### src/hw/ispsq_pkg.sv
// shared constants for the in-system programming sequencer link
// What this block does
// device floats all user pins during programming
// all traffic via four-wire port, host clocks
// host shifts opcode, address, data in serially
// device shifts read data out, host compares
// full run: enter, ID, erase, program, verify, exit
// verify-only run skips erase and program
// entry moves pins to programming, wait 1 ms
// host checks silicon ID before other work
// erase: shift command, then 100 ms pulse
// per address: shift address, data, program pulse
// per address: shift address, read pulse, shift out
// exit returns pins to user mode, wait 1 ms
// full program: 11.79 s pulses plus shifting
// verify-only: 0.15 s pulses plus shifting
// adaptive or constant algorithm may be used
// host times waits on own clock, flags mismatch
package ispsq_pkg;
   // frame layout, first bit shifted is bit 0
   localparam int OP_W     = 8;
   localparam int ADDR_W   = 16;
   localparam int DATA_W   = 16;
   localparam int FRAME_W  = OP_W + ADDR_W + DATA_W;
   localparam int OP_LSB   = 0;
   localparam int ADDR_LSB = OP_W;
   localparam int DATA_LSB = OP_W + ADDR_W;
   localparam int BITCNT_W = 6;
   // cell array and user pins
   localparam int MEM_DEPTH = 64;
   localparam int MEM_AW    = 6;
   localparam int IO_W      = 8;
   // commands
   localparam logic [OP_W-1:0] OP_NOP    = 8'h00;
   localparam logic [OP_W-1:0] OP_ENTER  = 8'hA1;
   localparam logic [OP_W-1:0] OP_IDREAD = 8'h1D;
   localparam logic [OP_W-1:0] OP_ERASE  = 8'hE5;
   localparam logic [OP_W-1:0] OP_PROG   = 8'h7C;
   localparam logic [OP_W-1:0] OP_READ   = 8'h3B;
   localparam logic [OP_W-1:0] OP_EXIT   = 8'h5F;
   // silicon identifier, value arbitrary
   localparam logic [DATA_W-1:0] SILICON_ID  = 16'h5A3C;
   localparam logic [DATA_W-1:0] ERASED_WORD = 16'hFFFF;
   // host clock and test clock divider
   localparam int CLK_MHZ      = 200;
   localparam int TCK_HALF_CYC = 16;
   localparam int DIV_W        = 5;
   // waits and pulses in microseconds, and in host cycles
   localparam int STAGE_WAIT_US  = 1000;
   localparam int ERASE_PULSE_US = 100000;
   localparam int PROG_PULSE_US  = 100;
   localparam int READ_PULSE_US  = 1;
   localparam int STAGE_WAIT_CYC  = STAGE_WAIT_US * CLK_MHZ;
   localparam int ERASE_PULSE_CYC = ERASE_PULSE_US * CLK_MHZ;
   localparam int PROG_PULSE_CYC  = PROG_PULSE_US * CLK_MHZ;
   localparam int READ_PULSE_CYC  = READ_PULSE_US * CLK_MHZ;
   localparam int WAIT_W          = 32;
   // whole-part budget figures for the smallest part
   localparam int PROGRAM_PULSE_TOTAL_TIME_MS = 11790;
   localparam int PROGRAM_SHIFT_CYCLE_COUNT   = 2966000;
   localparam int VERIFY_PULSE_TOTAL_TIME_MS  = 150;
   localparam int VERIFY_SHIFT_CYCLE_COUNT    = 1806000;

   // builds one frame from its three fields
   function automatic logic [FRAME_W-1:0] frame_pack(input logic [OP_W-1:0]   op,
                                                     input logic [ADDR_W-1:0] addr,
                                                     input logic [DATA_W-1:0] data);
      frame_pack = {data, addr, op};
   endfunction
endpackage

### src/hw/ispsq_link_if.sv
// four-wire test port between programming host and device
`timescale 1ns/1ps
interface ispsq_link_if;
   logic tck;   // test clock, made by host
   logic tms;   // frame select, high while shifting
   logic tdi;   // serial data into device
   logic tdo;   // serial data out of device

   modport dev  (input tck, input tms, input tdi, output tdo);
   modport host (output tck, output tms, output tdi, input tdo);
endinterface

### src/hw/ispsq_host.sv
// host end: stage sequencer, timers and test clock shifter
`timescale 1ns/1ps
module ispsq_host #(
   parameter int unsigned STAGE_WAIT_CYC  = ispsq_pkg::STAGE_WAIT_CYC,
   parameter int unsigned ERASE_PULSE_CYC = ispsq_pkg::ERASE_PULSE_CYC,
   parameter int unsigned PROG_PULSE_CYC  = ispsq_pkg::PROG_PULSE_CYC
) (
   input  wire logic                          CLOCK_I,        // 200 MHz clock
   input  wire logic                          NRST_I,         // async reset, active low
   input  wire logic                          START_I,        // pulse: begin a run
   input  wire logic                          VERIFY_ONLY_I,  // run verify-only pass
   input  wire logic [ispsq_pkg::DATA_W-1:0]  IMG_DATA_I,     // image word at IMG_ADDR_O
   output logic      [ispsq_pkg::ADDR_W-1:0]  IMG_ADDR_O,     // image address wanted
   output logic                               BUSY_O,         // run in progress
   output logic                               DONE_O,         // run finished
   output logic                               ERROR_O,        // ID or verify mismatch
   ispsq_link_if.host                         link            // test port
);
   typedef enum {
      S_IDLE, S_ENTER, S_ID, S_IDCHK, S_ERASE, S_PROG, S_VER, S_VCHK, S_EXIT
   } ispsq_state_t;
   typedef enum {PH_ISSUE, PH_SHIFT, PH_WAIT} ispsq_phase_t;

   // shifter state
   logic [ispsq_pkg::DIV_W-1:0]    div_q, div_d;
   logic                           tck_q, tck_d;
   logic                           tms_q, tms_d;
   logic                           tdi_q, tdi_d;
   logic                           busy_q, busy_d;
   logic [ispsq_pkg::BITCNT_W-1:0] bits_q, bits_d;
   logic [ispsq_pkg::FRAME_W-1:0]  frame_q, frame_d;
   logic [ispsq_pkg::DATA_W-1:0]   rx_q, rx_d;
   logic                           tdo_s1_q, tdo_s2_q;
   logic                           tick;
   logic                           sh_done;
   logic                           sh_start;
   logic [ispsq_pkg::FRAME_W-1:0]  sh_frame;
   // sequencer state
   ispsq_state_t                   st_q, st_d;
   ispsq_phase_t                   ph_q, ph_d;
   logic [ispsq_pkg::WAIT_W-1:0]   wait_q, wait_d;
   logic [ispsq_pkg::ADDR_W-1:0]   addr_q, addr_d;
   logic                           err_q, err_d;
   logic                           done_q, done_d;
   logic                           vonly_q, vonly_d;
   logic                           last_addr;

   // two-flop synchroniser on the returning data pin
   always_ff @(posedge CLOCK_I or negedge NRST_I) begin
      if (!NRST_I) begin
         tdo_s1_q <= 1'b0;
         tdo_s2_q <= 1'b0;
      end else begin
         tdo_s1_q <= link.tdo;
         tdo_s2_q <= tdo_s1_q;
      end
   end

   // test clock divider and one-frame serial shifter
   assign tick    = (div_q == ispsq_pkg::DIV_W'(ispsq_pkg::TCK_HALF_CYC - 1));
   assign sh_done = busy_q & tick & tck_q &
                    (bits_q == ispsq_pkg::BITCNT_W'(ispsq_pkg::FRAME_W));

   always_comb begin
      div_d   = div_q;
      tck_d   = tck_q;
      tms_d   = tms_q;
      tdi_d   = tdi_q;
      busy_d  = busy_q;
      bits_d  = bits_q;
      frame_d = frame_q;
      rx_d    = rx_q;
      if (!busy_q) begin
         div_d = '0;
         if (sh_start) begin
            busy_d  = 1'b1;
            tms_d   = 1'b1;
            tdi_d   = sh_frame[0];
            frame_d = sh_frame >> 1;
            bits_d  = '0;
         end
      end else begin
         div_d = tick ? '0 : div_q + 1'b1;
         if (tick && !tck_q) begin
            tck_d = 1'b1;
            if (bits_q < ispsq_pkg::BITCNT_W'(ispsq_pkg::DATA_W)) begin
               rx_d = {tdo_s2_q, rx_q[ispsq_pkg::DATA_W-1:1]};
            end
            bits_d = bits_q + 1'b1;
         end else if (tick) begin
            tck_d = 1'b0;
            if (sh_done) begin
               busy_d = 1'b0;
               tms_d  = 1'b0;
               tdi_d  = 1'b0;
            end else begin
               tdi_d   = frame_q[0];
               frame_d = frame_q >> 1;
            end
         end
      end
   end

   always_ff @(posedge CLOCK_I or negedge NRST_I) begin
      if (!NRST_I) begin
         div_q   <= '0;
         tck_q   <= 1'b0;
         tms_q   <= 1'b0;
         tdi_q   <= 1'b0;
         busy_q  <= 1'b0;
         bits_q  <= '0;
         frame_q <= '0;
         rx_q    <= '0;
      end else begin
         div_q   <= div_d;
         tck_q   <= tck_d;
         tms_q   <= tms_d;
         tdi_q   <= tdi_d;
         busy_q  <= busy_d;
         bits_q  <= bits_d;
         frame_q <= frame_d;
         rx_q    <= rx_d;
      end
   end

   // stage sequencer: issue frame, wait for shift, then time the pulse
   assign last_addr = (addr_q == ispsq_pkg::ADDR_W'(ispsq_pkg::MEM_DEPTH - 1));

   always_comb begin
      st_d     = st_q;
      ph_d     = ph_q;
      wait_d   = wait_q;
      addr_d   = addr_q;
      err_d    = err_q;
      done_d   = done_q;
      vonly_d  = vonly_q;
      sh_start = 1'b0;
      case (st_q)
         S_ENTER: sh_frame = ispsq_pkg::frame_pack(ispsq_pkg::OP_ENTER, '0, '0);
         S_ID:    sh_frame = ispsq_pkg::frame_pack(ispsq_pkg::OP_IDREAD, '0, '0);
         S_ERASE: sh_frame = ispsq_pkg::frame_pack(ispsq_pkg::OP_ERASE, '0, '0);
         S_PROG:  sh_frame = ispsq_pkg::frame_pack(ispsq_pkg::OP_PROG, addr_q, IMG_DATA_I);
         S_VER:   sh_frame = ispsq_pkg::frame_pack(ispsq_pkg::OP_READ, addr_q, '0);
         S_EXIT:  sh_frame = ispsq_pkg::frame_pack(ispsq_pkg::OP_EXIT, '0, '0);
         default: sh_frame = ispsq_pkg::frame_pack(ispsq_pkg::OP_NOP, '0, '0);
      endcase
      if (st_q == S_IDLE) begin
         if (START_I) begin
            st_d    = S_ENTER;
            ph_d    = PH_ISSUE;
            addr_d  = '0;
            err_d   = 1'b0;
            done_d  = 1'b0;
            vonly_d = VERIFY_ONLY_I;
         end
      end else begin
         case (ph_q)
            PH_ISSUE: begin
               sh_start = 1'b1;
               ph_d     = PH_SHIFT;
            end
            PH_SHIFT: begin
               if (sh_done) begin
                  ph_d = PH_WAIT;
                  case (st_q)
                     S_ENTER: wait_d = STAGE_WAIT_CYC;
                     S_ERASE: wait_d = ERASE_PULSE_CYC;
                     S_PROG:  wait_d = PROG_PULSE_CYC;
                     S_VER:   wait_d = ispsq_pkg::READ_PULSE_CYC;
                     S_EXIT:  wait_d = STAGE_WAIT_CYC;
                     default: wait_d = '0;
                  endcase
               end
            end
            PH_WAIT: begin
               if (wait_q != '0) begin
                  wait_d = wait_q - 1'b1;
               end else begin
                  ph_d = PH_ISSUE;
                  case (st_q)
                     S_ENTER: st_d = S_ID;
                     S_ID:    st_d = S_IDCHK;
                     S_IDCHK: begin
                        if (rx_q != ispsq_pkg::SILICON_ID) begin
                           err_d = 1'b1;
                           st_d  = S_EXIT;
                        end else begin
                           st_d = vonly_q ? S_VER : S_ERASE;
                        end
                     end
                     S_ERASE: st_d = S_PROG;
                     S_PROG: begin
                        addr_d = last_addr ? '0 : addr_q + 1'b1;
                        st_d   = last_addr ? S_VER : S_PROG;
                     end
                     S_VER:   st_d = S_VCHK;
                     S_VCHK: begin
                        if (rx_q != IMG_DATA_I) begin
                           err_d = 1'b1;
                           st_d  = S_EXIT;
                        end else begin
                           addr_d = last_addr ? addr_q : addr_q + 1'b1;
                           st_d   = last_addr ? S_EXIT : S_VER;
                        end
                     end
                     S_EXIT: begin
                        st_d   = S_IDLE;
                        done_d = 1'b1;
                     end
                     default: st_d = S_IDLE;
                  endcase
               end
            end
            default: ph_d = PH_ISSUE;
         endcase
      end
   end

   always_ff @(posedge CLOCK_I or negedge NRST_I) begin
      if (!NRST_I) begin
         st_q    <= S_IDLE;
         ph_q    <= PH_ISSUE;
         wait_q  <= '0;
         addr_q  <= '0;
         err_q   <= 1'b0;
         done_q  <= 1'b0;
         vonly_q <= 1'b0;
      end else begin
         st_q    <= st_d;
         ph_q    <= ph_d;
         wait_q  <= wait_d;
         addr_q  <= addr_d;
         err_q   <= err_d;
         done_q  <= done_d;
         vonly_q <= vonly_d;
      end
   end

   // outputs
   assign link.tck   = tck_q;
   assign link.tms   = tms_q;
   assign link.tdi   = tdi_q;
   assign IMG_ADDR_O = addr_q;
   assign BUSY_O     = (st_q != S_IDLE);
   assign DONE_O     = done_q;
   assign ERROR_O    = err_q;
endmodule

### src/flat_wrapper.sv
// flat-port wrapper written by rule: the top's interface ports become plain ports
module ispsq_host_flat 
#(
   parameter int unsigned STAGE_WAIT_CYC  = ispsq_pkg::STAGE_WAIT_CYC,
   parameter int unsigned ERASE_PULSE_CYC = ispsq_pkg::ERASE_PULSE_CYC,
   parameter int unsigned PROG_PULSE_CYC  = ispsq_pkg::PROG_PULSE_CYC
)
  (CLOCK_I, NRST_I, START_I, VERIFY_ONLY_I, IMG_DATA_I, IMG_ADDR_O, BUSY_O, DONE_O, ERROR_O, link_tck, link_tms, link_tdi, link_tdo);
  ispsq_link_if link_i ();
  input  wire logic CLOCK_I;
  input  wire logic NRST_I;
  input  wire logic START_I;
  input  wire logic VERIFY_ONLY_I;
  input  wire logic [ispsq_pkg::DATA_W-1:0] IMG_DATA_I;
  output logic      [ispsq_pkg::ADDR_W-1:0] IMG_ADDR_O;
  output logic BUSY_O;
  output logic DONE_O;
  output logic ERROR_O;
  output wire logic [$bits(link_i.tck)-1:0] link_tck;
  output wire logic [$bits(link_i.tms)-1:0] link_tms;
  output wire logic [$bits(link_i.tdi)-1:0] link_tdi;
  input wire logic [$bits(link_i.tdo)-1:0] link_tdo;
  assign link_tck = link_i.tck;
  assign link_tms = link_i.tms;
  assign link_tdi = link_i.tdi;
  assign link_i.tdo = link_tdo;
  ispsq_host #(.STAGE_WAIT_CYC(STAGE_WAIT_CYC), .ERASE_PULSE_CYC(ERASE_PULSE_CYC), .PROG_PULSE_CYC(PROG_PULSE_CYC)) u_core (.CLOCK_I(CLOCK_I), .NRST_I(NRST_I), .START_I(START_I), .VERIFY_ONLY_I(VERIFY_ONLY_I), .IMG_DATA_I(IMG_DATA_I), .IMG_ADDR_O(IMG_ADDR_O), .BUSY_O(BUSY_O), .DONE_O(DONE_O), .ERROR_O(ERROR_O), .link(link_i));
endmodule
### config.mk
export PLATFORM = sky130hd
export DESIGN_NAME = ispsq_host_flat
export DESIGN_NICKNAME = d
export VERILOG_FILES = /design/src/hw/ispsq_pkg.sv /design/src/hw/ispsq_link_if.sv /design/src/hw/ispsq_host.sv /design/src/flat_wrapper.sv
export SDC_FILE = /design/constraint.sdc
export NUM_CORES = 1
export LEC_CHECK = 0
export ABC_AREA = 1
export BUFFER_PORTS_ARGS = -buffer_cell sky130_fd_sc_hd__buf_2
export CORE_MARGIN = 1.5
export CORE_UTILIZATION = 40
export DETAILED_ROUTE_END_ITERATION = 10
export GPL_TIMING_DRIVEN = 0
export PLACE_DENSITY = 0.56
export SYNTH_ARGS = -nofsm -noshare
export SYNTH_HDL_FRONTEND = slang
export SYNTH_SLANG_ARGS = --single-unit
### constraint.sdc
create_clock -name CLOCK_I -period 4.5 [get_ports CLOCK_I]
set_input_delay 1.35 -clock CLOCK_I [delete_from_list [all_inputs] [get_ports CLOCK_I]]
set_output_delay 1.35 -clock CLOCK_I [all_outputs]
set_load 0.05 [all_outputs]
==> impl_results.html, run 1 <==
<table>
<tr><th>Metric</th><th>Value</th></tr>
<tr><th colspan="2">Outcome</th></tr>
<tr><td>Run status</td><td>finished clean</td></tr>
<tr><th colspan="2">Worst setup path</th></tr>
<tr><td>Required time reported for the critical path endpoint</td><td>approximately 3.2 ns</td></tr>
<tr><td>Count of cells along the worst register-to-register path</td><td>10</td></tr>
<tr><td>Crit Reg-Reg Endpoint</td><td>u_core.IMG_ADDR_O[8]</td></tr>
<tr><td>Critical setup path kind</td><td>flop to output port</td></tr>
<tr><td>Critical path capture point type</td><td>output port</td></tr>
<tr><td>Setup slack on the worst flop-to-flop path</td><td>2.38 ns</td></tr>
<tr><td>Beginning of the worst register-to-register path</td><td>u_core.IMG_ADDR_O[0]</td></tr>
<tr><td>Arrival @ worst endpoint</td><td>approximately 1.6 ns</td></tr>
<tr><td>CP Launch Type</td><td>flop</td></tr>
<tr><td>Worst-path maximum fanout</td><td>8</td></tr>
<tr><th colspan="2">Synthesis</th></tr>
<tr><td>Synthesized netlist net count</td><td>1,107</td></tr>
<tr><td>Gate count of the mapped netlist</td><td>about 1,100</td></tr>
<tr><td>Fraction of registers with async set or reset after synthesis</td><td>100%</td></tr>
<tr><td>Average size of a mapped cell</td><td>around 7.2 µm²</td></tr>
<tr><td>Mapped cell area</td><td>7730 µm²</td></tr>
<tr><td>Synth warn</td><td>0</td></tr>
<tr><td>Dominant register cell in the synthesized netlist</td><td>sky130_fd_sc_hd__dfrtp_1</td></tr>
<tr><td>Proportion of synthesized chip area in sequential cells</td><td>a little over two fifths</td></tr>
<tr><td>Number of synthesized flops with an enable pin</td><td>0</td></tr>
<tr><td>Post-synth cell types</td><td>45</td></tr>
<tr><td>Number of register bits inferred by synthesis</td><td>129</td></tr>
<tr><th colspan="2">Finish</th></tr>
<tr><td>Area Growth Syn to Fin</td><td>14.9%</td></tr>
<tr><td>Ant diodes</td><td>0</td></tr>
<tr><td>Ratio of cells with drive above 1 in the final layout</td><td>12.7%</td></tr>
<tr><td>Commonest non-fill, non-tap cell in the layout</td><td>sky130_fd_sc_hd__nand2_1</td></tr>
<tr><td>Leading cell types in the layout, fill and taps excluded</td><td>sky130_fd_sc_hd__nand2_1, sky130_fd_sc_hd__nor2_1, sky130_fd_sc_hd__dfrtp_1</td></tr>
<tr><td>Total number of nets in the final design</td><td>1,169</td></tr>
<tr><th colspan="2">Clock tree</th></tr>
<tr><td>Master cell of the clock root buffer</td><td>sky130_fd_sc_hd__clkbuf_16</td></tr>
<tr><td>Number of clock sinks seen by CTS</td><td>roughly 130</td></tr>
<tr><td>Worst-skew pair later-pin latency</td><td>0.42 ns</td></tr>
<tr><td>Maximum buffer depth of the clock tree</td><td>2</td></tr>
<tr><td>Count of hold buffers inserted by post-cts repair</td><td>0</td></tr>
<tr><td>Cts bufs inserted</td><td>17</td></tr>
<tr><td>Number of H-tree branching levels</td><td>4</td></tr>
<tr><td>Count of instances resized after the clock tree is built</td><td>0</td></tr>
<tr><td>Clk slew on worst S/H paths</td><td>roughly 0.06 ns</td></tr>
<tr><td>Post CTS Setup Buffer Count</td><td>0</td></tr>
<tr><td>CTS tree</td><td>built</td></tr>
<tr><th colspan="2">Power and ir drop</th></tr>
<tr><td>Worst supply voltage drop on vdd</td><td>roughly 0.00030 V</td></tr>
<tr><td>Power, Total</td><td>approximately 5.8 mW</td></tr>
<tr><td>Power per standard cell area</td><td>around 650 nW/µm²</td></tr>
<tr><td>Static power due to leakage</td><td>approximately 4.5 nW</td></tr>
<tr><th colspan="2">Floorplan</th></tr>
<tr><td>Core ar.</td><td>~19,000 µm²</td></tr>
<tr><td>Number of top-level design ports</td><td>43</td></tr>
<tr><td>Die width</td><td>142 µm</td></tr>
<tr><td>Std cell rows</td><td>50</td></tr>
<tr><td>Floorplan die area</td><td>approximately 20,000 µm²</td></tr>
<tr><td>Initial core utilization</td><td>41.1%</td></tr>
<tr><td>Height of the die</td><td>roughly 140 µm</td></tr>
<tr><th colspan="2">Worst hold path</th></tr>
<tr><td>Hold crit path type</td><td>flop to flop</td></tr>
<tr><td>Hold_sp</td><td>u_core.tdo_s1_q</td></tr>
<tr><td>Min-Delay Endpoint</td><td>u_core.tdo_s2_q</td></tr>
<tr><td>Hold Crit Depth</td><td>0</td></tr>
<tr><th colspan="2">Timing</th></tr>
<tr><td>Sum of negative setup slack</td><td>0 ns</td></tr>
<tr><td>Final worst clock skew</td><td>0.0126 ns</td></tr>
<tr><td>Fin. Hold Viols</td><td>0</td></tr>
<tr><td>Time the final worst path needs with I/O delays and setup</td><td>a little under 3 ns</td></tr>
<tr><td>Hold slack</td><td>0.349 ns</td></tr>
<tr><td>Slew at the pin with the worst max-slew slack</td><td>roughly 0.64 ns</td></tr>
<tr><td>Max Clk Rate</td><td>0.340 GHz</td></tr>
<tr><td>Final Cycle Share</td><td>about two thirds</td></tr>
<tr><td>Least setup slack across all paths after layout</td><td>roughly 1.6 ns</td></tr>
<tr><td>Setup repair after global routing missed its margin</td><td>no</td></tr>
<tr><td>Final-report max-slew violation count</td><td>0</td></tr>
<tr><td>Relative max-transition margin</td><td>a little under three fifths</td></tr>
<tr><td>Final setup vio count</td><td>0</td></tr>
<tr><th colspan="2">Placed design</th></tr>
<tr><td>Gp weighted congestion</td><td>0.852</td></tr>
<tr><td>Detail Placement HPWL</td><td>about 15,000 µm</td></tr>
<tr><td>Pre-CTS worst setup slack</td><td>about 1.5 ns</td></tr>
<tr><td>Number of port buffers</td><td>42</td></tr>
<tr><th colspan="2">Global route</th></tr>
<tr><td>Global-route wire length before repair</td><td>about 34,000 µm</td></tr>
<tr><td>Residual overflow from global routing</td><td>0</td></tr>
<tr><td>Global-route usage over all layers</td><td>between 20% and 30%</td></tr>
<tr><td>Pin count of the biggest net entering global routing</td><td>90</td></tr>
<tr><td>Antenna violations before repair</td><td>0</td></tr>
<tr><td>Number of global-route vias before repair</td><td>6,697</td></tr>
<tr><th colspan="2">Routing</th></tr>
<tr><td>Via density per instance</td><td>4.96</td></tr>
<tr><td>Number of routed nets with antenna violations</td><td>0</td></tr>
<tr><td>Total wirelength of the detailed-routed design</td><td>slightly above 20,000 µm</td></tr>
<tr><td>Count of vias placed by the detailed router</td><td>roughly 7,000</td></tr>
<tr><td>Detailed-routing iteration count for the pre-antenna-repair pass</td><td>5</td></tr>
<tr><td>Post-DR wirelength/cell</td><td>14.7 µm</td></tr>
<tr><td>Violation count after the first detailed-route iteration</td><td>470</td></tr>
<tr><td>Post-route DRC violation count</td><td>0</td></tr>
<tr><th colspan="2">Job</th></tr>
<tr><td>Max Cap Violations</td><td>0</td></tr>
</table>
-- Yosys cell counts (5+ instances only) --
master / n / area, µm²
sky130_fd_sc_hd__nand2_1: 279 / 1050
sky130_fd_sc_hd__nor2_1: 148 / 556
sky130_fd_sc_hd__dfrtp_1: 129 / 3230
sky130_fd_sc_hd__inv_1: 103 / 387
sky130_fd_sc_hd__nand3_1: 91 / 455
sky130_fd_sc_hd__a21oi_1: 58 / 290
sky130_fd_sc_hd__o21ai_0: 55 / 275
sky130_fd_sc_hd__xor2_1: 27 / 236
sky130_fd_sc_hd__o21ai_1: 24 / 120
sky130_fd_sc_hd__nand4_1: 19 / 119
sky130_fd_sc_hd__clkbuf_1: 17 / 63.8
sky130_fd_sc_hd__nor3_1: 15 / 75.1
sky130_fd_sc_hd__nor2_2: 11 / 68.8
sky130_fd_sc_hd__inv_2: 10 / 37.5
sky130_fd_sc_hd__buf_2: 9 / 45.0
sky130_fd_sc_hd__ha_1: 9 / 113
sky130_fd_sc_hd__nand2_2: 9 / 56.3
sky130_fd_sc_hd__a22oi_1: 7 / 52.6
sky130_fd_sc_hd__buf_4: 6 / 45.0
sky130_fd_sc_hd__buf_6: 5 / 56.3
sky130_fd_sc_hd__o22ai_1: 5 / 31.3
-- worst max-delay path, stage by stage, from the launching register on --
cell	delay, ns
sky130_fd_sc_hd__dfrtp_1	0.44
sky130_fd_sc_hd__nor2_2	0.18
sky130_fd_sc_hd__inv_2	0.08
sky130_fd_sc_hd__nor2_8	0.16
sky130_fd_sc_hd__inv_4	0.09
sky130_fd_sc_hd__buf_2	0.22
-- layer usage --
metal  global-route usage, %  vias to the layer above  part of all wire (%)
met5                       0                        -                     0
met4                    4.72                        0                  0.76
met3                    4.61                       12                   3.4
met2                    35.9                      117                    48
met1                    29.5                     3283                    48
li1                        -                     3596                     -
-- per-stage QoR --
step | utilization (%) | instances | instance area, µm²
detailed placement | 44.1 | 1380 | 8300
floorplan | - | 1077 | 7730
finish | 47.2 | 1412 | 8890
global placement | 43.9 | 1379 | 8270
CTS | 47.2 | 1412 | 8890
global route | 47.2 | 1412 | 8890
-- cells by family (layout without fill, tap and decap cells) --
group	Yosys count	in the layout	share of synthesized area [%]
fa+ha+maj	9	9	1.46
buf+inv	153	228	8.38
simple gates	596	596	33.8
compound gates	162	162	11.4
xor+xnor	28	28	3.17
flops	129	129	41.7
-- report_power, final --
| part | leakage (nW) | internal [mW] | switching (mW) | total, mW |
|---|---|---|---|---|
| Sequential | 1.67 | 1.52 | 0.283 | 1.80 |
| Combinational | 2.51 | 0.824 | 1.80 | 2.62 |
| Clock | 0.286 | 0.824 | 0.559 | 1.38 |
| Total | 4.46 | 3.17 | 2.64 | 5.81 |
-- how the worst max path moves through the flow --
stage | from | to | slack [ns]
floorplan | IMG_DATA_I[2] | u_core.IMG_ADDR_O[13] | 2.04
global placement | NRST_I | u_core.IMG_ADDR_O[9] | 0.13
detailed placement | IMG_DATA_I[2] | u_core.IMG_ADDR_O[8] | 1.49
CTS | u_core.st_q[0] | BUSY_O | 1.54
global route | u_core.st_q[0] | BUSY_O | 1.48
finish | u_core.st_q[0] | BUSY_O | 1.56
-- final cells by class --
cell class	instances	area (µm²)
Buffer	38	214
Clock buffer	18	429
Clock inverter	14	156
Fill cell	1909	9940
Inverter	115	434
Multi-Input combinational cell	795	3860
Sequential cell	129	3230
Tap cell	260	325
Timing Repair Buffer	43	244
-- registers in the layout, indices dropped and copies added (netlist names), 2 cells and up --
signal / cells
u_core.IMG_ADDR_O: 16
u_core.ph_q: 2
u_core.bits_q: 6
u_core.div_q: 5
u_core.st_q: 4
u_core.wait_q: 32
u_core.rx_q: 16
u_core.frame_q: 39
Power figures use the tool's default switching activity.
==> run 2, diff against run 1 <==
ABC_AREA = 0   (was 1)
PLACE_DENSITY = 0.59   (was 0.56)
clock period = 2.5 ns   (was 4.5 ns; I/O delays follow)
==> impl_results.html, run 2 <==
<table>
<tr><th>Metric</th><th>Value</th></tr>
<tr><th colspan="2">Timing</th></tr>
<tr><td>Sum of negative setup slack</td><td>-6.58 ns</td></tr>
<tr><td>Slew at the pin with the worst max-slew slack</td><td>approximately 1 ns</td></tr>
<tr><td>Least setup slack across all paths after layout</td><td>-0.198 ns</td></tr>
<tr><td>Setup repair after global routing missed its margin</td><td>yes</td></tr>
<tr><td>Final-report max-slew violation count</td><td>0</td></tr>
<tr><td>Max Clk Rate</td><td>0.371 GHz</td></tr>
<tr><td>Relative max-transition margin</td><td>a little under a third</td></tr>
<tr><td>Final setup vio count</td><td>51</td></tr>
<tr><td>Final worst clock skew</td><td>approximately 0.010 ns</td></tr>
<tr><td>Final Cycle Share</td><td>108%</td></tr>
<tr><td>Fin. Hold Viols</td><td>0</td></tr>
<tr><td>Time the final worst path needs with I/O delays and setup</td><td>2.70 ns</td></tr>
<tr><th colspan="2">Clock tree</th></tr>
<tr><td>Number of clock sinks seen by CTS</td><td>about 130</td></tr>
<tr><td>Cts bufs inserted</td><td>17</td></tr>
<tr><td>Count of hold buffers inserted by post-cts repair</td><td>0</td></tr>
<tr><td>Number of H-tree branching levels</td><td>4</td></tr>
<tr><td>CTS tree</td><td>built</td></tr>
<tr><td>Master cell of the clock root buffer</td><td>sky130_fd_sc_hd__clkbuf_16</td></tr>
<tr><td>Maximum buffer depth of the clock tree</td><td>2</td></tr>
<tr><td>Clk slew on worst S/H paths</td><td>0.06 ns</td></tr>
<tr><td>Worst-skew pair later-pin latency</td><td>around 0.42 ns</td></tr>
<tr><th colspan="2">Power and ir drop</th></tr>
<tr><td>Static power due to leakage</td><td>between 3 and 4 nW</td></tr>
<tr><td>Power per standard cell area</td><td>roughly 500 nW/µm²</td></tr>
<tr><td>Cell-internal power</td><td>about 3.5 mW</td></tr>
<tr><td>Worst supply voltage drop on vdd</td><td>roughly 0.00042 V</td></tr>
<tr><td>Switching Fraction</td><td>between 20 and 25%</td></tr>
<tr><td>Power, Total</td><td>between 4 and 5 mW</td></tr>
<tr><td>Reported net switching power</td><td>around 1.1 mW</td></tr>
<tr><td>Power share of the combinational group</td><td>approximately 1.9%</td></tr>
<tr><td>Fraction of power consumed by sequential logic</td><td>45.7%</td></tr>
<tr><td>Clk network pwr share</td><td>52.4%</td></tr>
<tr><th colspan="2">Floorplan</th></tr>
<tr><td>Initial core utilization</td><td>between 40 and 50%</td></tr>
<tr><td>Floorplan die area</td><td>18,200 µm²</td></tr>
<tr><td>Std cell rows</td><td>48</td></tr>
<tr><td>Number of top-level design ports</td><td>between 40 and 50</td></tr>
<tr><td>Height of the die</td><td>approximately 130 µm</td></tr>
<tr><td>Die width</td><td>135 µm</td></tr>
<tr><td>Core ar.</td><td>around 17,000 µm²</td></tr>
<tr><th colspan="2">Global route</th></tr>
<tr><td>Global-route usage over all layers</td><td>23.1%</td></tr>
<tr><td>Residual overflow from global routing</td><td>0</td></tr>
<tr><td>Antenna violations before repair</td><td>0</td></tr>
<tr><td>Global-route wire length before repair</td><td>roughly 33,000 µm</td></tr>
<tr><td>Pin count of the biggest net entering global routing</td><td>between 60 and 70</td></tr>
<tr><td>Number of global-route vias before repair</td><td>approximately 6,600</td></tr>
<tr><th colspan="2">Synthesis</th></tr>
<tr><td>Proportion of synthesized chip area in sequential cells</td><td>46.4%</td></tr>
<tr><td>Synthesized netlist net count</td><td>between 700 and 800</td></tr>
<tr><td>Average size of a mapped cell</td><td>between 9 and 10 µm²</td></tr>
<tr><td>Synth area leaders</td><td>sky130_fd_sc_hd__dfrtp_1, sky130_fd_sc_hd__nand2_1, sky130_fd_sc_hd__o21ai_0, sky130_fd_sc_hd__a22oi_1, sky130_fd_sc_hd__nor2_1</td></tr>
<tr><td>Cell type with the highest aggregate area in the netlist</td><td>sky130_fd_sc_hd__dfrtp_1</td></tr>
<tr><td>Dominant register cell in the synthesized netlist</td><td>sky130_fd_sc_hd__dfrtp_1</td></tr>
<tr><td>Synth warn</td><td>0</td></tr>
<tr><td>Number of register bits inferred by synthesis</td><td>around 130</td></tr>
<tr><td>Fraction of registers with async set or reset after synthesis</td><td>100%</td></tr>
<tr><td>Number of synthesized flops with an enable pin</td><td>0</td></tr>
<tr><td>Most common cell in the synthesized netlist</td><td>sky130_fd_sc_hd__dfrtp_1</td></tr>
<tr><td>Synth top cells by count</td><td>sky130_fd_sc_hd__dfrtp_1, sky130_fd_sc_hd__nand2_1, sky130_fd_sc_hd__o21ai_0, sky130_fd_sc_hd__nor2_1, sky130_fd_sc_hd__a22oi_1</td></tr>
<tr><td>Mapped cell area</td><td>around 7000 µm²</td></tr>
<tr><td>Gate count of the mapped netlist</td><td>~750</td></tr>
<tr><td>Post-synth cell types</td><td>70</td></tr>
<tr><td>Fraction of synthesized cell area taken by the top area cell type</td><td>between 40 and 50%</td></tr>
<tr><th colspan="2">Worst setup path</th></tr>
<tr><td>CP delay by family, top</td><td>simple AND/OR/NAND/NOR gates</td></tr>
<tr><td>Combined buffer and inverter count along the critical path</td><td>3</td></tr>
<tr><td>Count of cells along the worst register-to-register path</td><td>10</td></tr>
<tr><td>Arrival @ worst endpoint</td><td>between 3 and 4 ns</td></tr>
<tr><td>Cell breakdown of the critical path</td><td>inv_2, ha_4, or4b_4, or4_4, or3_4, o21ai_4, buf_6, buf_6, nor3_2, a21oi_1</td></tr>
<tr><td>Max stage delay on crit path</td><td>0.47 ns</td></tr>
<tr><td>CP max-delay cell</td><td>sky130_fd_sc_hd__or4_4</td></tr>
<tr><td>CP Launch Type</td><td>flop</td></tr>
<tr><td>Required time reported for the critical path endpoint</td><td>roughly 2.8 ns</td></tr>
<tr><td>Crit Reg-Reg Endpoint</td><td>u_core.wait_q[8]</td></tr>
<tr><td>Worst-path maximum fanout</td><td>7</td></tr>
<tr><td>Beginning of the worst register-to-register path</td><td>u_core.wait_q[0]</td></tr>
<tr><td>Setup slack on the worst flop-to-flop path</td><td>-0.20 ns</td></tr>
<tr><td>Critical setup path kind</td><td>flop to flop</td></tr>
<tr><td>CP most frequent cell</td><td>sky130_fd_sc_hd__buf_6</td></tr>
<tr><td>Critical path capture point type</td><td>flop</td></tr>
<tr><th colspan="2">Routing</th></tr>
<tr><td>Post-route DRC violation count</td><td>0</td></tr>
<tr><td>Violation count after the first detailed-route iteration</td><td>437</td></tr>
<tr><td>Post-DR wirelength/cell</td><td>~18 µm</td></tr>
<tr><td>Number of routed nets with antenna violations</td><td>0</td></tr>
<tr><td>Via density per instance</td><td>5.89</td></tr>
<tr><td>Total wirelength of the detailed-routed design</td><td>just over 20,000 µm</td></tr>
<tr><td>Detailed-routing iteration count for the pre-antenna-repair pass</td><td>5</td></tr>
<tr><td>Count of vias placed by the detailed router</td><td>approximately 6,400</td></tr>
<tr><th colspan="2">Finish</th></tr>
<tr><td>Count of filler cells inserted in the layout</td><td>1,578</td></tr>
<tr><td>Ant diodes</td><td>0</td></tr>
<tr><td>Regs by FF count</td><td>u_core.frame_q: 39 flops, u_core.wait_q: 32 flops</td></tr>
<tr><td>Total number of nets in the final design</td><td>around 900</td></tr>
<tr><td>Flip-flop count of the largest register, all copies and words added</td><td>39</td></tr>
<tr><td>Commonest non-fill, non-tap cell in the layout</td><td>sky130_fd_sc_hd__dfrtp_1</td></tr>
<tr><td>Leading cell types in the layout, fill and taps excluded</td><td>sky130_fd_sc_hd__dfrtp_1, sky130_fd_sc_hd__nand2_1, sky130_fd_sc_hd__o21ai_0</td></tr>
<tr><td>Largest Register</td><td>u_core.frame_q</td></tr>
<tr><td>Area Growth Syn to Fin</td><td>28.8%</td></tr>
<tr><td>Reg area</td><td>between 3000 and 4000 µm²</td></tr>
<tr><td>Area occupied by multi-input gates</td><td>about 3900 µm²</td></tr>
<tr><td>Ratio of cells with drive above 1 in the final layout</td><td>between 20% and 30%</td></tr>
<tr><th colspan="2">Job</th></tr>
<tr><td>Max Cap Violations</td><td>0</td></tr>
<tr><th colspan="2">Placed design</th></tr>
<tr><td>Number of port buffers</td><td>42</td></tr>
<tr><td>Gp weighted congestion</td><td>between 0.9 and 1</td></tr>
<tr><td>Detail Placement HPWL</td><td>around 13,000 µm</td></tr>
<tr><th colspan="2">Outcome</th></tr>
<tr><td>Violations in the final reports</td><td>negative setup slack</td></tr>
<tr><td>Run status</td><td>finished, violations left</td></tr>
<tr><th colspan="2">Worst hold path</th></tr>
<tr><td>Hold crit path type</td><td>input pin to asynchronous set/reset pin</td></tr>
</table>
-- run 2: worst max path at each step --
stage,start,endpoint,depth (start not counted)
after floorplan,u_core.wait_q[29],u_core.wait_q[12],7
final,u_core.wait_q[0],u_core.wait_q[8],10
after CTS,u_core.wait_q[0],u_core.wait_q[4],9
after global routing,u_core.wait_q[0],u_core.IMG_ADDR_O[8],11
after global placement,NRST_I,u_core.link.tck,1
after detailed placement,IMG_DATA_I[0],u_core.IMG_ADDR_O[3],8
-- run 2: worst register-to-register path, stage by stage (launching register included) --
cell                      delay, ns
sky130_fd_sc_hd__dfrtp_1       0.39
sky130_fd_sc_hd__inv_2         0.09
sky130_fd_sc_hd__ha_4          0.13
sky130_fd_sc_hd__or4b_4        0.45
sky130_fd_sc_hd__or4_4         0.47
sky130_fd_sc_hd__or3_4         0.37
sky130_fd_sc_hd__o21ai_4       0.24
sky130_fd_sc_hd__buf_6         0.19
sky130_fd_sc_hd__buf_6         0.13
sky130_fd_sc_hd__nor3_2        0.04
sky130_fd_sc_hd__a21oi_1       0.12
-- run 2: stage by stage --
step | area, µm² | utilization [%] | std cells | hold WS, ns | setup slack [ns]
6_report | 8960 | 52.2 | 1093 | 0.306 | -0.198
4_1_cts | 8740 | 50.9 | 1088 | 0.329 | -0.183
3_3_place_gp | 7510 | 43.7 | 1021 | 0.332 | -1.28
3_5_place_dp | 7550 | 43.9 | 1022 | 0.338 | -0.848
2_1_floorplan | 7020 | - | 754 | 0.331 | -0.104
5_1_grt | 8960 | 52.2 | 1093 | 0.353 | -0.288
-- run 2: power by group through the flow --
stage          Combinational [mW]  Clock [mW]  Sequential [mW]
2_1_floorplan              0.0144           0             2.13
3_3_place_gp               0.0839           0             2.13
3_5_place_dp               0.0913           0             2.13
4_1_cts                    0.0924        2.44             2.09
5_1_grt                     0.101        2.54             2.09
6_report                   0.0890        2.40             2.09
-- run 2: per-layer routing --
layer  up-vias  track usage [%]  share of wire, %
met5         -                0                 0
met4         0             9.44               2.2
met3        41             5.37               5.3
met2       228             37.8                48
met1      3190             29.7                44
li1       2981                -                 -
-- run 2: cells by family after synthesis --
family | count (synthesis) | synth area share [%]
and+or+nand+nor | 282 | 20.3
AOI/OAI and AO/OA | 209 | 20.0
DFF | 129 | 46.4
buffers and inverters | 71 | 4.21
xor gates and xnor gates | 30 | 3.77
muxes | 24 | 3.74
adders and majority gates | 9 | 1.62
-- run 2: cell type report --
cell class                      instances  share of cell area, %
Tap cell                              225                   3.14
Timing Repair Buffer                   85                   6.85
Clock inverter                         14                   1.47
Buffer                                 38                   2.53
Sequential cell                       129                   36.0
Clock buffer                           18                   4.90
Multi-Input combinational cell        555                   43.9
Inverter                               29                   1.21
-- run 2: what timing repair did --
| item | in CTS | in global routing |
|---|---|---|
| setup endpoints to repair | 105 | 105 |
| cloned | 4 | 0 |
| resized for setup | 84 | 46 |
| pin swaps | 21 | 17 |
| buffers inserted | 30 | 10 |
==> run 3, diff against run 2 <==
CAP_MARGIN = 20   (was unset)
CORE_MARGIN = 2   (was 1.5)
PLACE_DENSITY = 0.56   (was 0.59)
clock period = 3 ns   (was 2.5 ns; I/O delays follow)
==> impl_results.html, run 3 (synthesis results as in run 2) <==
<table>
<tr><th>Metric</th><th>Value</th></tr>
<tr><th colspan="2">Routing</th></tr>
<tr><td>Count of vias placed by the detailed router</td><td>a little over 6,000</td></tr>
<tr><td>Detailed-routing iteration count for the pre-antenna-repair pass</td><td>5</td></tr>
<tr><td>Total wirelength of the detailed-routed design</td><td>about 19,000 µm</td></tr>
<tr><td>Violation count after the first detailed-route iteration</td><td>approximately 410</td></tr>
<tr><td>Post-DR wirelength/cell</td><td>17.7 µm</td></tr>
<tr><td>Number of routed nets with antenna violations</td><td>0</td></tr>
<tr><td>Via density per instance</td><td>slightly below 6</td></tr>
<tr><td>Post-route DRC violation count</td><td>0</td></tr>
<tr><th colspan="2">Worst setup path</th></tr>
<tr><td>Cell breakdown of the critical path</td><td>inv_1, ha_2, or4b_1, or4_4, or3_4, o21ai_4, buf_6, nor2_1, a22o_1</td></tr>
<tr><td>Arrival @ worst endpoint</td><td>3.17 ns</td></tr>
<tr><td>Critical path capture point type</td><td>flop</td></tr>
<tr><td>Required time reported for the critical path endpoint</td><td>3.31 ns</td></tr>
<tr><td>Setup slack on the worst flop-to-flop path</td><td>~0.14 ns</td></tr>
<tr><td>CP Launch Type</td><td>flop</td></tr>
<tr><td>Beginning of the worst register-to-register path</td><td>u_core.wait_q[0]</td></tr>
<tr><td>CP max-delay cell</td><td>sky130_fd_sc_hd__or4_4</td></tr>
<tr><td>Crit Reg-Reg Endpoint</td><td>u_core.wait_q[12]</td></tr>
<tr><td>Critical setup path kind</td><td>flop to flop</td></tr>
<tr><td>Worst-path maximum fanout</td><td>7</td></tr>
<tr><td>Count of cells along the worst register-to-register path</td><td>9</td></tr>
<tr><td>Max stage delay on crit path</td><td>approximately 0.47 ns</td></tr>
<tr><th colspan="2">Placed design</th></tr>
<tr><td>Post-Place Cells</td><td>1,022</td></tr>
<tr><td>Gp weighted congestion</td><td>around 0.88</td></tr>
<tr><td>Detail Placement HPWL</td><td>around 14,000 µm</td></tr>
<tr><td>Number of port buffers</td><td>42</td></tr>
<tr><td>Pre-CTS worst setup slack</td><td>-0.814 ns</td></tr>
<tr><td>Instance area at placement</td><td>7490 µm²</td></tr>
<tr><th colspan="2">Finish</th></tr>
<tr><td>Largest Register</td><td>u_core.frame_q</td></tr>
<tr><td>Post-route insts no fill</td><td>approximately 1,100</td></tr>
<tr><td>Commonest non-fill, non-tap cell in the layout</td><td>sky130_fd_sc_hd__dfrtp_1</td></tr>
<tr><td>Regs by FF count</td><td>u_core.frame_q: 39 flops, u_core.wait_q: 32 flops</td></tr>
<tr><td>Flip-flop count of the largest register, all copies and words added</td><td>39</td></tr>
<tr><td>Count of filler cells inserted in the layout</td><td>1,665</td></tr>
<tr><td>Core utilization of the finished layout</td><td>between 40 and 50%</td></tr>
<tr><td>Total number of nets in the final design</td><td>853</td></tr>
<tr><td>Post-route cell area</td><td>~8300 µm²</td></tr>
<tr><td>Ant diodes</td><td>0</td></tr>
<tr><td>Area Growth Syn to Fin</td><td>18.7%</td></tr>
<tr><td>Ratio of cells with drive above 1 in the final layout</td><td>16.5%</td></tr>
<tr><td>Leading cell types in the layout, fill and taps excluded</td><td>sky130_fd_sc_hd__dfrtp_1, sky130_fd_sc_hd__nand2_1, sky130_fd_sc_hd__o21ai_0</td></tr>
<tr><th colspan="2">Global route</th></tr>
<tr><td>Fraction of met2 tracks used by global routing</td><td>34.4%</td></tr>
<tr><td>Residual overflow from global routing</td><td>0</td></tr>
<tr><td>Pin count of the biggest net entering global routing</td><td>between 60 and 70</td></tr>
<tr><td>Global-route usage over all layers</td><td>21.2%</td></tr>
<tr><td>Antenna violations before repair</td><td>0</td></tr>
<tr><td>Met3 usage</td><td>under 10%</td></tr>
<tr><td>Global Route met1 Usage</td><td>~28%</td></tr>
<tr><td>Most utilized layer in the global route result</td><td>met2</td></tr>
<tr><td>Global-route wire length before repair</td><td>around 31,000 µm</td></tr>
<tr><td>Number of global-route vias before repair</td><td>~6,100</td></tr>
<tr><th colspan="2">Clock tree</th></tr>
<tr><td>Master cell of the clock root buffer</td><td>sky130_fd_sc_hd__clkbuf_16</td></tr>
<tr><td>Maximum buffer depth of the clock tree</td><td>2</td></tr>
<tr><td>CTS tree</td><td>built</td></tr>
<tr><td>Count of hold buffers inserted by post-cts repair</td><td>0</td></tr>
<tr><td>Cts bufs inserted</td><td>17</td></tr>
<tr><td>Clk slew on worst S/H paths</td><td>around 0.06 ns</td></tr>
<tr><td>Number of clock sinks seen by CTS</td><td>around 130</td></tr>
<tr><td>Number of H-tree branching levels</td><td>4</td></tr>
<tr><td>Worst-skew pair later-pin latency</td><td>0.43 ns</td></tr>
<tr><th colspan="2">Power and ir drop</th></tr>
<tr><td>Power share of the combinational group</td><td>~2%</td></tr>
<tr><td>Reported net switching power</td><td>0.852 mW</td></tr>
<tr><td>Cell-internal power</td><td>between 3 and 4 mW</td></tr>
<tr><td>Power, Total</td><td>between 3 and 4 mW</td></tr>
<tr><td>Power per standard cell area</td><td>between 400 and 500 nW/µm²</td></tr>
<tr><td>Fraction of power consumed by sequential logic</td><td>44.9%</td></tr>
<tr><td>Switching Fraction</td><td>22.0%</td></tr>
<tr><td>Clk network pwr share</td><td>a little over half</td></tr>
<tr><td>Static power due to leakage</td><td>~3.6 nW</td></tr>
<tr><td>Worst supply voltage drop on vdd</td><td>around 0.00038 V</td></tr>
<tr><th colspan="2">Worst hold path</th></tr>
<tr><td>Hold Crit Depth</td><td>0</td></tr>
<tr><td>Hold crit path type</td><td>flop to flop</td></tr>
<tr><td>Min-Delay Endpoint</td><td>u_core.tdo_s2_q</td></tr>
<tr><td>Hold_sp</td><td>u_core.tdo_s1_q</td></tr>
<tr><th colspan="2">Floorplan</th></tr>
<tr><td>Number of top-level design ports</td><td>43</td></tr>
<tr><td>Floorplan die area</td><td>between 15,000 and 20,000 µm²</td></tr>
<tr><td>Core ar.</td><td>17,200 µm²</td></tr>
<tr><td>Std cell rows</td><td>48</td></tr>
<tr><td>Initial core utilization</td><td>between 40% and 50%</td></tr>
<tr><td>Die width</td><td>roughly 140 µm</td></tr>
<tr><td>Height of the die</td><td>about 140 µm</td></tr>
<tr><th colspan="2">Timing</th></tr>
<tr><td>Relative max-transition margin</td><td>between 30% and 40%</td></tr>
<tr><td>Setup repair after global routing missed its margin</td><td>no</td></tr>
<tr><td>Sum of negative setup slack</td><td>0 ns</td></tr>
<tr><td>Final worst clock skew</td><td>0.0102 ns</td></tr>
<tr><td>Final Cycle Share</td><td>95.4%</td></tr>
<tr><td>Least setup slack across all paths after layout</td><td>about 0.14 ns</td></tr>
<tr><td>Max Clk Rate</td><td>0.349 GHz</td></tr>
<tr><td>Final setup vio count</td><td>0</td></tr>
<tr><td>Fin. Hold Viols</td><td>0</td></tr>
<tr><td>Hold slack</td><td>roughly 0.35 ns</td></tr>
<tr><td>Final-report max-slew violation count</td><td>0</td></tr>
<tr><td>Time the final worst path needs with I/O delays and setup</td><td>roughly 2.9 ns</td></tr>
<tr><td>Slew at the pin with the worst max-slew slack</td><td>1.00 ns</td></tr>
<tr><th colspan="2">Job</th></tr>
<tr><td>Max Cap Violations</td><td>0</td></tr>
<tr><th colspan="2">Outcome</th></tr>
<tr><td>Run status</td><td>finished clean</td></tr>
</table>
-- run 3: changes by cell type in the layout (fill, tap and decap cells not counted), moves of 8 or more --
cell / previous run / this run
sky130_fd_sc_hd__o2bb2ai_1: 0 / 8
sky130_fd_sc_hd__clkbuf_1: 17 / 27
sky130_fd_sc_hd__buf_6: 13 / 4
sky130_fd_sc_hd__o2bb2ai_2: 8 / 0
sky130_fd_sc_hd__o21ai_0: 56 / 66
sky130_fd_sc_hd__buf_4: 33 / 9
-- run 3: power by group through the flow --
stage | Combinational, mW | Clock (mW) | Sequential (mW)
final | 0.0759 | 2.06 | 1.74
after global routing | 0.0858 | 2.18 | 1.74
after CTS | 0.0779 | 2.10 | 1.74
after detailed placement | 0.0776 | 0 | 1.77
after global placement | 0.0708 | 0 | 1.78
after floorplan | 0.0120 | 0 | 1.78
-- run 3: final cells by class --
class | instances | area [µm²] | share of cell area [%]
plain buffers | 41 | 193 | 2.33
well taps | 225 | 282 | 3.41
multi-input cells | 554 | 3550 | 42.9
flip-flops and latches | 129 | 3230 | 39.1
inverters | 29 | 109 | 1.32
clock buffers | 19 | 453 | 5.48
repair buffers | 51 | 317 | 3.83
clock inverters | 12 | 135 | 1.64
-- run 3: worst max path at each step --
stage / start / to / slack [ns] / depth (start not counted)
4_1_cts: u_core.div_q[0] / u_core.wait_q[18] / 0.008 / 8
5_1_grt: u_core.div_q[0] / u_core.wait_q[18] / 0.005 / 7
3_5_place_dp: IMG_DATA_I[11] / u_core.IMG_ADDR_O[3] / -0.81 / 8
2_1_floorplan: IMG_DATA_I[3] / u_core.IMG_ADDR_O[8] / 0.22 / 7
6_report: u_core.wait_q[0] / u_core.wait_q[12] / 0.14 / 9
3_3_place_gp: IMG_DATA_I[0] / u_core.IMG_ADDR_O[3] / -0.74 / 8
-- run 3: routing by layer --
| metal | wire (µm) | vias to the layer above | part of all wire [%] |
|---|---|---|---|
| met1 | 8650 | 3038 | 46 |
| met3 | 919 | 30 | 4.9 |
| met5 | 0 | - | 0 |
| met4 | 313 | 0 | 1.7 |
| li1 | - | 2911 | - |
| met2 | 8920 | 179 | 47 |
-- run 3: what timing repair did --
item,in CTS,in global routing
pin swaps,0,5
setup buffers,0,8
endpoints found under the setup margin,56,61
gates resized for setup,7,21
-- run 3: worst max-delay path: cells and delay by family (launching register included) --
family | cells | cell delay (ns)
flops | 1 | 0.40
compound gates | 2 | 0.50
fa+ha+maj | 1 | 0.19
simple gates | 4 | 1.37
buf+inv | 2 | 0.27
